===== src/hw/pom_cfg.svh =====
/*
  offsets, field positions, reset values and widths for the port pin override mux.
  assumes inclusion by bare name from the design files; definitions only.
*/
`ifndef POM_CFG_SVH
`define POM_CFG_SVH

// port shape
`define POM_PINS          8
`define POM_ADDR_W        2

// register offsets on the plain register port
`define POM_OFF_DIR       2'h0
`define POM_OFF_OUT       2'h1
`define POM_OFF_PIN       2'h2
`define POM_OFF_MISC      2'h3

// misc_io_control field positions
`define POM_MISC_SYNCMODE 7
`define POM_MISC_CMP_MUX  3
`define POM_MISC_PU_DIS   2
`define POM_MISC_PSRA     1
`define POM_MISC_PSRB     0

// reset values
`define POM_DIR_RST       8'h00
`define POM_OUT_RST       8'h00
`define POM_MISC_RST      8'h00
// bits 6..4 read as zero, everything else is writable storage
`define POM_MISC_WMASK    8'h8f

// external interrupt sense code: low level; any other code is an edge sense
`define POM_SENSE_LEVEL   2'h0

`endif


===== src/hw/pom_pkg.sv =====
/*
  types for the port pin override mux: sleep controller mode codes and
  the clamp tracking state.
  assumes the sleep controller drives its mode with these codes.
*/
package pom_pkg;

  // sleep controller mode codes
  typedef enum logic [2:0] {
    POM_MODE_ACTIVE   = 3'h0,
    POM_MODE_IDLE     = 3'h1,
    POM_MODE_ADC_NR   = 3'h2,
    POM_MODE_PWR_DOWN = 3'h3,
    POM_MODE_PWR_SAVE = 3'h4,
    POM_MODE_STANDBY  = 3'h5,
    POM_MODE_EXT_STBY = 3'h6
  } pom_sleep_e;

  // clamp tracking state, one-hot
  typedef enum logic [1:0] {
    POM_ST_AWAKE   = 2'b01,
    POM_ST_CLAMPED = 2'b10
  } pom_state_e;

endpackage


===== src/hw/pom_port_pin_override_mux.sv =====
/*
  one 8-pin general purpose port with per-pin alternate function overrides,
  sleep input clamping, external interrupt wake flags and the shared
  misc_io_control register holding the global pull-up disable.
  assumes pads resolve level from pad_out/pad_oe_n/pad_pullup_en, peripherals
  drive their own overrides (inactive where unused), and a plain register port.
*/
// Design decisions made here: the address map and the plain strobed port.
//
// Behaviour
// - clamp digital inputs to ground in power-down, power-save, standby, extended standby.
// - no clamp on enabled external interrupt pins; clamp again when request disabled.
// - on wake set interrupt flag if pin high, edge sense, interrupt disabled.
// - internal pull-ups are off while reset is active.
// - without pull-up override, pull-up on only for direction 0, output 1, disable 0.
// - with pull-up override, pull-up follows the override value alone.
// - without direction override, output driver follows the direction bit.
// - with direction override, output driver follows the override value alone.
// - driven value is output bit, or value override when its enable is high.
// - with value override enabled, driven value equals override value.
// - without input-enable override, input enabled when awake, off in clamping modes.
// - with input-enable override, input enable follows the override value.
// - alternate digital input taken after gate, before synchroniser; receiver syncs it.
// - analog connection wired straight to the pad, bypassing digital logic.
// - port strobes shared across pins; clock, clamp, pull-up disable shared; overrides per pin.
// - misc_io_control is 8 bits, reset zero, bit 2 pull-up disable, 6..4 read zero.
// - global pull-up disable set turns off every pull-up not under pull-up override.
// - direction one means output driven from output bit; zero means input.
// - all pins tri-stated while reset is active, even without a clock.
`timescale 1ns/1ps
`default_nettype none
`include "pom_cfg.svh"

module pom_port_pin_override_mux (
  // clock, reset, enable
  input  wire logic                     clk,
  input  wire logic                     sys_rst,
  input  wire logic                     clk_en,
  // register port
  input  wire logic [`POM_ADDR_W-1:0]   reg_addr,
  input  wire logic [7:0]               reg_wdata,
  input  wire logic                     reg_wr,
  input  wire logic                     reg_rd,
  output logic      [7:0]               reg_rdata,
  // sleep controller
  input  wire logic [2:0]               sleep_mode,
  // external interrupt configuration, per pin
  input  wire logic [`POM_PINS-1:0]     ext_int_pin_en,
  input  wire logic [`POM_PINS-1:0]     ext_int_req_en,
  input  wire logic [2*`POM_PINS-1:0]   ext_int_sense,
  input  wire logic [`POM_PINS-1:0]     ext_int_flag_clr,
  output logic      [`POM_PINS-1:0]     ext_int_flag_q,
  // alternate function overrides, per pin
  input  wire logic [`POM_PINS-1:0]     pullup_override_en,
  input  wire logic [`POM_PINS-1:0]     pullup_override_val,
  input  wire logic [`POM_PINS-1:0]     dir_override_en,
  input  wire logic [`POM_PINS-1:0]     dir_override_val,
  input  wire logic [`POM_PINS-1:0]     value_override_en,
  input  wire logic [`POM_PINS-1:0]     value_override_val,
  input  wire logic [`POM_PINS-1:0]     in_enable_override_en,
  input  wire logic [`POM_PINS-1:0]     in_enable_override_val,
  output logic      [`POM_PINS-1:0]     alt_digital_in,
  // analog connection to alternate functions
  output logic      [`POM_PINS-1:0]     alt_analog_in,
  input  wire logic [`POM_PINS-1:0]     alt_analog_out,
  input  wire logic [`POM_PINS-1:0]     alt_analog_oe_n,
  // pads
  input  wire logic [`POM_PINS-1:0]     pad_in,
  output logic      [`POM_PINS-1:0]     pad_out,
  output logic      [`POM_PINS-1:0]     pad_oe_n,
  output logic      [`POM_PINS-1:0]     pad_pullup_en,
  output logic      [`POM_PINS-1:0]     pad_analog_out,
  output logic      [`POM_PINS-1:0]     pad_analog_oe_n,
  // misc_io_control bits owned by other units
  output logic                          timer_sync_mode,
  output logic                          comparator_mux_enable,
  output logic                          prescaler_reset_a,
  output logic                          prescaler_reset_b
);

  // clamping sleep modes, used for the clamp and by checks
  function automatic logic is_clamping(input logic [2:0] mode);
    case (pom_pkg::pom_sleep_e'(mode))
      pom_pkg::POM_MODE_PWR_DOWN,
      pom_pkg::POM_MODE_PWR_SAVE,
      pom_pkg::POM_MODE_STANDBY,
      pom_pkg::POM_MODE_EXT_STBY: is_clamping = 1'b1;
      default:                    is_clamping = 1'b0;
    endcase
  endfunction

  logic [`POM_PINS-1:0] pin_direction_bit;
  logic [`POM_PINS-1:0] pin_output_bit;
  logic [`POM_PINS-1:0] pin_input_bit;
  logic [7:0]           misc_io_control;
  logic                 global_pullup_disable;
  logic                 sleep_clamp;
  logic [`POM_PINS-1:0] clamp_pin;
  logic [`POM_PINS-1:0] in_enable;
  logic [`POM_PINS-1:0] gated_in;
  logic [`POM_PINS-1:0] raw_level;
  logic [`POM_PINS-1:0] drv_en;
  logic [`POM_PINS-1:0] wake_set;
  logic                 wake;
  pom_pkg::pom_state_e  state_q;
  pom_pkg::pom_state_e  state_d;

  // port strobes, shared by every pin of the port
  logic wr_dir;
  logic wr_out;
  logic wr_misc;
  assign wr_dir  = reg_wr && (reg_addr == `POM_OFF_DIR);
  assign wr_out  = reg_wr && (reg_addr == `POM_OFF_OUT);
  assign wr_misc = reg_wr && (reg_addr == `POM_OFF_MISC);

  assign global_pullup_disable = misc_io_control[`POM_MISC_PU_DIS];
  assign sleep_clamp           = is_clamping(sleep_mode);

  // direction and output registers
  always_ff @(posedge clk)
  begin
    if (sys_rst)
    begin
      pin_direction_bit <= `POM_DIR_RST;
      pin_output_bit    <= `POM_OUT_RST;
    end
    else if (clk_en)
    begin
      if (wr_dir)
        pin_direction_bit <= reg_wdata;
      if (wr_out)
        pin_output_bit <= reg_wdata;
    end
  end

  // shared control register; bits 6..4 never store
  always_ff @(posedge clk)
  begin
    if (sys_rst)
      misc_io_control <= `POM_MISC_RST;
    else if (clk_en && wr_misc)
      misc_io_control <= reg_wdata & `POM_MISC_WMASK;
  end

  // bits for other units, straight from the register
  assign timer_sync_mode       = misc_io_control[`POM_MISC_SYNCMODE];
  assign comparator_mux_enable = misc_io_control[`POM_MISC_CMP_MUX];
  assign prescaler_reset_a     = misc_io_control[`POM_MISC_PSRA];
  assign prescaler_reset_b     = misc_io_control[`POM_MISC_PSRB];

  // per-pin override muxing; combinational so peripherals see no extra latency
  genvar g;
  generate
    for (g = 0; g < `POM_PINS; g++)
    begin : g_pin
      // enabled external interrupt pins escape the clamp
      assign clamp_pin[g] = sleep_clamp && !(ext_int_pin_en[g] && ext_int_req_en[g]);
      assign in_enable[g] = in_enable_override_en[g] ? in_enable_override_val[g]
                                                     : !clamp_pin[g];
      assign gated_in[g]  = pad_in[g] && in_enable[g];
      assign alt_digital_in[g] = gated_in[g];
      assign drv_en[g]    = dir_override_en[g] ? dir_override_val[g]
                                               : pin_direction_bit[g];
      // reset forces tri-state without waiting for an edge
      assign pad_oe_n[g]  = sys_rst || !drv_en[g];
      assign pad_out[g]   = value_override_en[g] ? value_override_val[g]
                                                 : pin_output_bit[g];
      // pull-up also dropped in reset, so unused pins float until software runs
      assign pad_pullup_en[g] = !sys_rst &&
        (pullup_override_en[g] ? pullup_override_val[g]
                               : (!pin_direction_bit[g] && pin_output_bit[g]
                                  && !global_pullup_disable));
      // analog path is a plain wire, no gating at all
      assign alt_analog_in[g]   = pad_in[g];
      assign pad_analog_out[g]  = alt_analog_out[g];
      assign pad_analog_oe_n[g] = alt_analog_oe_n[g];
    end
  endgenerate

  // pin input register behind the gate, so clamped pins read zero
  pom_sync2 #(
    .W(`POM_PINS)
  ) u_pin_sync (
    .clk      (clk),
    .sys_rst  (sys_rst),
    .clk_en   (clk_en),
    .async_in (gated_in),
    .sync_out (pin_input_bit)
  );

  // ungated pad level for the wake check
  pom_sync2 #(
    .W(`POM_PINS)
  ) u_raw_sync (
    .clk      (clk),
    .sys_rst  (sys_rst),
    .clk_en   (clk_en),
    .async_in (pad_in),
    .sync_out (raw_level)
  );

  // clamp tracking state
  always_comb
  begin
    state_d = state_q;
    case (state_q)
      pom_pkg::POM_ST_AWAKE:   if (sleep_clamp) state_d = pom_pkg::POM_ST_CLAMPED;
      pom_pkg::POM_ST_CLAMPED: if (!sleep_clamp) state_d = pom_pkg::POM_ST_AWAKE;
      default:                 state_d = pom_pkg::POM_ST_AWAKE;
    endcase
  end

  always_ff @(posedge clk)
  begin
    if (sys_rst)
      state_q <= pom_pkg::POM_ST_AWAKE;
    else if (clk_en)
      state_q <= state_d;
  end

  // leaving a clamping mode is the moment the clamp releases
  assign wake = (state_q == pom_pkg::POM_ST_CLAMPED) && !sleep_clamp;

  // wake flag: the released clamp looks like an edge to a disabled interrupt
  generate
    for (g = 0; g < `POM_PINS; g++)
    begin : g_wake
      assign wake_set[g] = wake && ext_int_pin_en[g] && !ext_int_req_en[g] && raw_level[g]
                           && (ext_int_sense[2*g +: 2] != `POM_SENSE_LEVEL);
    end
  endgenerate

  // set beats clear in the same cycle
  always_ff @(posedge clk)
  begin
    if (sys_rst)
      ext_int_flag_q <= '0;
    else if (clk_en)
      ext_int_flag_q <= (ext_int_flag_q & ~ext_int_flag_clr) | wake_set;
  end

  // read data stands for exactly one cycle after the read strobe
  always_ff @(posedge clk)
  begin
    if (sys_rst)
      reg_rdata <= 8'h00;
    else if (clk_en)
    begin
      if (reg_rd)
      begin
        case (reg_addr)
          `POM_OFF_DIR:  reg_rdata <= pin_direction_bit;
          `POM_OFF_OUT:  reg_rdata <= pin_output_bit;
          `POM_OFF_PIN:  reg_rdata <= pin_input_bit;
          `POM_OFF_MISC: reg_rdata <= misc_io_control;
          default:       reg_rdata <= 8'h00;
        endcase
      end
      else
        reg_rdata <= 8'h00;
    end
  end
endmodule

`default_nettype wire


===== src/hw/pom_sync2.sv =====
/*
  two flip-flop synchroniser for a vector of pad levels.
  assumes a single clock; the first stage is read only by the second.
*/
`timescale 1ns/1ps
`default_nettype none

module pom_sync2 #(
  parameter int W = 8
) (
  // clock and control
  input  wire logic         clk,
  input  wire logic         sys_rst,
  input  wire logic         clk_en,
  // data
  input  wire logic [W-1:0] async_in,
  output logic      [W-1:0] sync_out
);

  logic [W-1:0] meta_q;

  // two stages, held while the clock enable is low
  always_ff @(posedge clk)
  begin
    if (sys_rst)
    begin
      meta_q   <= '0;
      sync_out <= '0;
    end
    else if (clk_en)
    begin
      meta_q   <= async_in;
      sync_out <= meta_q;
    end
  end

endmodule

`default_nettype wire

===== config.mk =====
export PLATFORM = sky130hd
export DESIGN_NAME = pom_port_pin_override_mux
export DESIGN_NICKNAME = d
export VERILOG_FILES = /design/src/hw/pom_pkg.sv /design/src/hw/pom_port_pin_override_mux.sv /design/src/hw/pom_sync2.sv
export VERILOG_INCLUDE_DIRS = /design/src /design/src/hw
export SDC_FILE = /design/constraint.sdc
export NUM_CORES = 1
export LEC_CHECK = 0
export ABC_CLOCK_PERIOD_IN_PS = 1220
export BUFFER_PORTS_ARGS = -buffer_cell sky130_fd_sc_hd__clkbuf_2
export CAP_MARGIN = 10
export CORE_MARGIN = 5
export CORE_UTILIZATION = 40
export DETAILED_ROUTE_END_ITERATION = 7
export GPL_ROUTABILITY_DRIVEN = 1
export PLACE_DENSITY_LB_ADDON = 0.05
export SKIP_CTS_REPAIR_TIMING = 1
export SYNTH_ARGS = -nofsm -noshare
export SYNTH_HDL_FRONTEND = slang
export SYNTH_SLANG_ARGS = --single-unit

===== constraint.sdc =====
create_clock -name clk -period 1.22 [get_ports clk]
set_clock_uncertainty 0.1 [all_clocks]
set_input_delay 0 -clock clk [delete_from_list [all_inputs] [get_ports clk]]
set_output_delay 0 -clock clk [all_outputs]
set_load 0.02 [all_outputs]

# --- Word level (Yosys, flattened, before mapping) ---
# Index checks and enable logic that the tools add are counted.
# Widths: inputs -> output; s select.
totals:
  ff_bits: 71
  inputBits: 146
classes:
  n_mux: 38
  n_bitwise: 3
  n_eq_ne: 11
  reduce_logical: 149
ops:
  columns: ["operator", "n"]
  rows:
  - ["$logic_and 1x1->1", 85]
  - ["$logic_not 1->1", 43]
  - ["$mux 1", 33]
  - ["$pmux 8 s4", 1]
  - ["$reduce_bool 2->1", 8]
  - ["$eq 3x3->1 const B", 3]
  - ["$and 8x8->8", 1]
  - ["$logic_or 1x1->1", 8]
  - ["$mux 8", 1]
  - ["$not 8->8", 1]
  - ["$or 8x8->8", 1]
  - ["$eq 2x2->1 const B", 3]
  - ["$eq 2x1->1 const B", 2]
  - ["$mux 2", 2]
  - ["$ne 2x2->1 const B", 2]
  - ["$pmux 2 s2", 1]
  - ["$reduce_and 2->1", 2]
  - ["$reduce_or 4->1", 1]
  - ["$eq 3x2->1 const B", 1]
  - ["$reduce_and 3->1", 1]
  - ["$logic_not 2->1", 1]

# --- Logic depth before layout (Yosys ltp) ---
depth:
  ltp_word: 10
  mapped_depth: 6
  mapped_depth_nobuf: 3

# --- Modules after synthesis ---
# A second synthesis with hierarchy kept.
hier_totals:
  hier_cells: 412
  area_unflattened_um2: 3706.1
modules_own_cells:
  columns: ["mod", "cells_each", "n_inst", "area_each_um2"]
  rows:
  - ["pom_port_pin_override_mux", 308, 1, 2544.9]
  - ["pom_sync2", 52, 2, 580.6]

# --- Worst setup path after synthesis ---
# OpenSTA, ideal clock, no wires.
synth_path:
  path_kind: "reg2reg"
  startpoint: "reg misc_io_control[2]"
  endpoint: "reg reg_rdata[2]"
  path_stages_with_launch: 5
  synth_period_minus_slack_ns: 1.344
  n_path_buf: 1
  arrival_time_ns: 1.116
  setup_time_ns: 0.128
  path_slack_ns: -0.124
  cell_sequence: "dfxtp_1 -> clkbuf_1 -> mux4_2 -> a22oi_1 -> nor2_1"
synth_via:
  elab_chain_cells: 2
synth_lines:
  columns: ["item", "line", "text"]
  rows:
  - ["from (decl)", "pom_port_pin_override_mux.sv:95", "logic [7:0] misc_io_control;"]
  - ["from (signal assigned)", "pom_port_pin_override_mux.sv:140", "misc_io_control <= `POM_MISC_RST;"]
  - ["from (signal assigned)", "pom_port_pin_override_mux.sv:142", "misc_io_control <= reg_wdata & `POM_MISC_WMASK;"]
  - ["$pmux 8 s4", "pom_port_pin_override_mux.sv:251", "case (reg_addr)"]
  - ["$mux 8", "pom_port_pin_override_mux.sv:249", "if (reg_rd)"]
  - ["to (signal assigned)", "pom_port_pin_override_mux.sv:252", "`POM_OFF_DIR: reg_rdata <= pin_direction_bit;"]
  - ["to (signal assigned)", "pom_port_pin_override_mux.sv:253", "`POM_OFF_OUT: reg_rdata <= pin_output_bit;"]
  - ["to (signal assigned)", "pom_port_pin_override_mux.sv:254", "`POM_OFF_PIN: reg_rdata <= pin_input_bit;"]
  - ["to (decl)", "pom_port_pin_override_mux.sv:44", "output logic [7:0] reg_rdata,"]
# No other way between the ends.
# A chain may end at the register's enable or synchronous reset.

# --- Final worst setup path ---
layout_path:
  startpoint: "reg misc_io_control[2]"
  endpoint: "out pad_pullup_en[2]"
layout_via:
  elab_chain_cells: 4
layout_lines:
  columns: ["item", "line", "text"]
  rows:
  - ["$logic_not 1->1", "pom_port_pin_override_mux.sv:172", "&& !global_pullup_disable));"]
  - ["$logic_and 1x1->1", "pom_port_pin_override_mux.sv:172", null]
  - ["$mux 1", "pom_port_pin_override_mux.sv:170", "(pullup_override_en[g] ? pullup_override_val[g]"]
  - ["$logic_and 1x1->1", "pom_port_pin_override_mux.sv:169", "assign pad_pullup_en[g] = !sys_rst &&"]
  - ["to (decl)", "pom_port_pin_override_mux.sv:71", "output logic [`POM_PINS-1:0] pad_pullup_en,"]
# No other way between the ends.

==> results.json <==
{
  "ir_drop_v": 0.000701,
  "synth_xor_area_share_pct": 0,
  "synthMostInstantiatedCell": "dfxtp_1",
  "post-place-ws_ns": -0.0580,
  "wirelength_microns": 12300,
  "synth_top_family_by_area": "simple AND/OR/NAND/NOR gates",
  "cts_tree": "built",
  "dieArea_sq_um": 11300,
  "placedCellCount": 712,
  "initial_utilization_pct": 40.7,
  "synthTopCellsByCount": "dfxtp_1 (71), nor2_1 (58), nand2_1 (49)",
  "end_kind": "output port",
  "critPathMaxFanout": 4,
  "synth.area.mux_share_pct": 18.6,
  "hp-start": "ext_int_sense[6]",
  "maxCapViolations": 0,
  "htreeDepth": 3,
  "p_sw_mw": 1.49,
  "nets": 835,
  "finalHoldViolations": 8,
  "grt_max_degree": 28,
  "ios": 222,
  "ant_nets": 0,
  "ys_seq_elements": 71,
  "synthCells": 418,
  "seq_area_frac_synth_pct": 38.2,
  "outcome": "finished with violations",
  "clock_power_share_pct": 35.0,
  "yosysTopAreaCellShare_pct": 38.2,
  "p_leak_nw": 2.85,
  "root_buffer": "clkbuf_8",
  "grt_pass1_vias": 3758,
  "fmaxAchievable_mhz": 676,
  "synth_cell_types": 41,
  "internal_power_mw": 4.21,
  "violations": "negative hold slack, negative setup slack",
  "fin_hold_ws_ns": -0.0593,
  "reg2reg_from": "pin_direction_bit[0]",
  "syn_area_sq_um": 3720,
  "overflow": 0,
  "clockBufferDepth": 2,
  "wl_per_cell_microns": 15.3,
  "drive_gt1_share_pct": 47.0,
  "grt_setup_unrepaired": "yes",
  "synthArstFlopShare_pct": 0,
  "numPortBuffers": 189,
  "syn-num-nets": 564,
  "insertion_delay_ns": 0.33,
  "yosys.area_share.simple_pct": 20.2,
  "fillers": 796,
  "p_total_mw": 5.69,
  "start_kind": "register",
  "cts_sinks": 71,
  "vias_per_cell": 5.09,
  "yosys-top-cells-area": "dfxtp_1 (38%), mux2i_1 (11%), nor2_1 (5.8%)",
  "synth_ff_type": "dfxtp_1",
  "die_y_microns": 107,
  "yosys_warnings": 0,
  "fin_area_sq_um": 6170,
  "arrival_ns": 1.38,
  "clk_pin_slew_ns": 0.07,
  "period_share_pct": 121,
  "vias": 4096,
  "layout_min_cycle_time_ns": 1.48,
  "final_cells": 805,
  "drc": 0,
  "synthToLayoutAreaGrowth_pct": 65.7,
  "place_area_sq_um": 4840,
  "detail_route.first_pass.iterations": 4,
  "slew_headroom_pct": 72.0,
  "place_hpwl_microns": 8810,
  "track_usage_pct": 18.6,
  "comb_power_share_pct": 22.4,
  "diodes": 0,
  "die_w_microns": 107,
  "syn_area_per_cell_sq_um": 8.91,
  "swShare_pct": 26.1,
  "drt-initial-drc-count": 118,
  "fin_util_pct": 67.5,
  "slew_violations": 0,
  "synth-compound-area-share_pct": 14.0,
  "crit_path_start": "misc_io_control[2]",
  "finalSetupViolCount": 34,
  "rows": 35,
  "powerDensity_nw_per_um2": 922,
  "numCtsBuffers": 9,
  "seqPwrFrac_pct": 42.6,
  "min_path_type": "in2reg",
  "synth_fa_ha_area_share_pct": 0,
  "gp_congestion": 0.787,
  "grt_pass1_wl_microns": 17300,
  "path_class": "reg2out",
  "synth_edf_count": 0,
  "antenna_found_initial": 0,
  "core_area_sq_um": 9150,
  "worstMarginPinSlew_ns": 0.419,
  "synth_area_leader_cell": "dfxtp_1",
  "worst_slack_ns": -0.260,
  "crit_required_ns": 1.12
}
==> cells by family (layout without fill, tap and decap cells) <==
| kind of cell | count (synthesis) | after routing |
|---|---|---|
| AND/OR/NAND/NOR | 156 | 156 |
| AO/OA/AOI/OAI | 74 | 74 |
| flip-flops | 71 | 71 |
| multiplexers | 61 | 61 |
| buffers and inverters | 56 | 332 |
==> state kept, by name, indices dropped and copies added, names as in the netlist <==
register	flops
ext_int_flag_q	8
misc_io_control	5
state_q	2
pin_direction_bit	8
u_raw_sync.meta_q	8
u_pin_sync.meta_q	8
u_raw_sync.sync_out	8
reg_rdata	8
pin_output_bit	8
u_pin_sync.sync_out	8
==> per-stage QoR <==
stage	TNS, ns	hold WS (ns)
5_1_grt	-5.36	-0.0277
2_1_floorplan	-0.0864	0.0126
6_report	-3.37	-0.0593
3_5_place_dp	-0.310	-0.0999
3_3_place_gp	-0.0362	-0.0999
4_1_cts	-4.52	-0.208
==> power groups by stage <==
stage	combinational [mW]	sequential [mW]	clock [mW]
2_1_floorplan	0.581	2.47	0
3_3_place_gp	0.937	2.48	0
3_5_place_dp	0.948	2.48	0
4_1_cts	0.952	2.43	2.03
5_1_grt	1.38	2.43	2.13
6_report	1.27	2.43	1.99
==> worst paths after layout <==
path	end	slack, ns	depth (start not counted)
worst max-delay path	pad_pullup_en[2]	-0.26	5
worst min-delay path	ext_int_flag_q[3]	-0.06	4
worst max register to register	reg_rdata[0]	-0.09	4
worst min register to register	reg_rdata[6]	0.37	2
==> worst max-delay path: stages (launching register included) <==
cell	delay [ns]
dfxtp_2	0.34
buf_6	0.14
nor4b_2	0.26
a21oi_1	0.07
nor2_1	0.10
buf_4	0.15
==> layout make-up <==
class                   instances  area, sq um  area share (%)
flip-flops and latches         71         1460            23.6
clock inverters                 4         70.1            1.13
repair buffers                310         2200            35.6
multi-input cells             291         2150            34.9
inverters                       6         22.5           0.365
well taps                     111          139            2.25
clock buffers                  12          135            2.19
==> routing by layer <==
metal  up-vias  track usage [%]  routed length [microns]
met5         -                0                        0
met4         0             4.20                      104
met3        12             4.01                      703
met2       136             33.6                     6390
met1      1934             22.5                     5100
li1       2014                -                        -
==> cell usage in the layout (no fill, tap or decap), types with 3 or more instances in the layout <==
master	instances
a21oi_1	26
a22oi_2	5
a2bb2oi_1	3
a311oi_1	7
a31oi_1	7
and3_1	8
buf_4	44
buf_6	28
clkbuf_1	3
clkbuf_2	165
clkbuf_8	9
dfxtp_1	48
dfxtp_2	20
dfxtp_4	3
dlygate4sd3_1	72
inv_1	5
mux2_2	4
mux2_4	12
mux2i_1	40
mux4_2	5
nand2_1	42
nand2_2	6
nand2b_1	7
nor2_1	58
nor2b_1	9
nor4b_2	4
nor4b_4	4
o21ai_0	9
o22ai_2	8
o32ai_1	3
or4_1	7
Note: power is estimated with default switching activity, not from simulation.
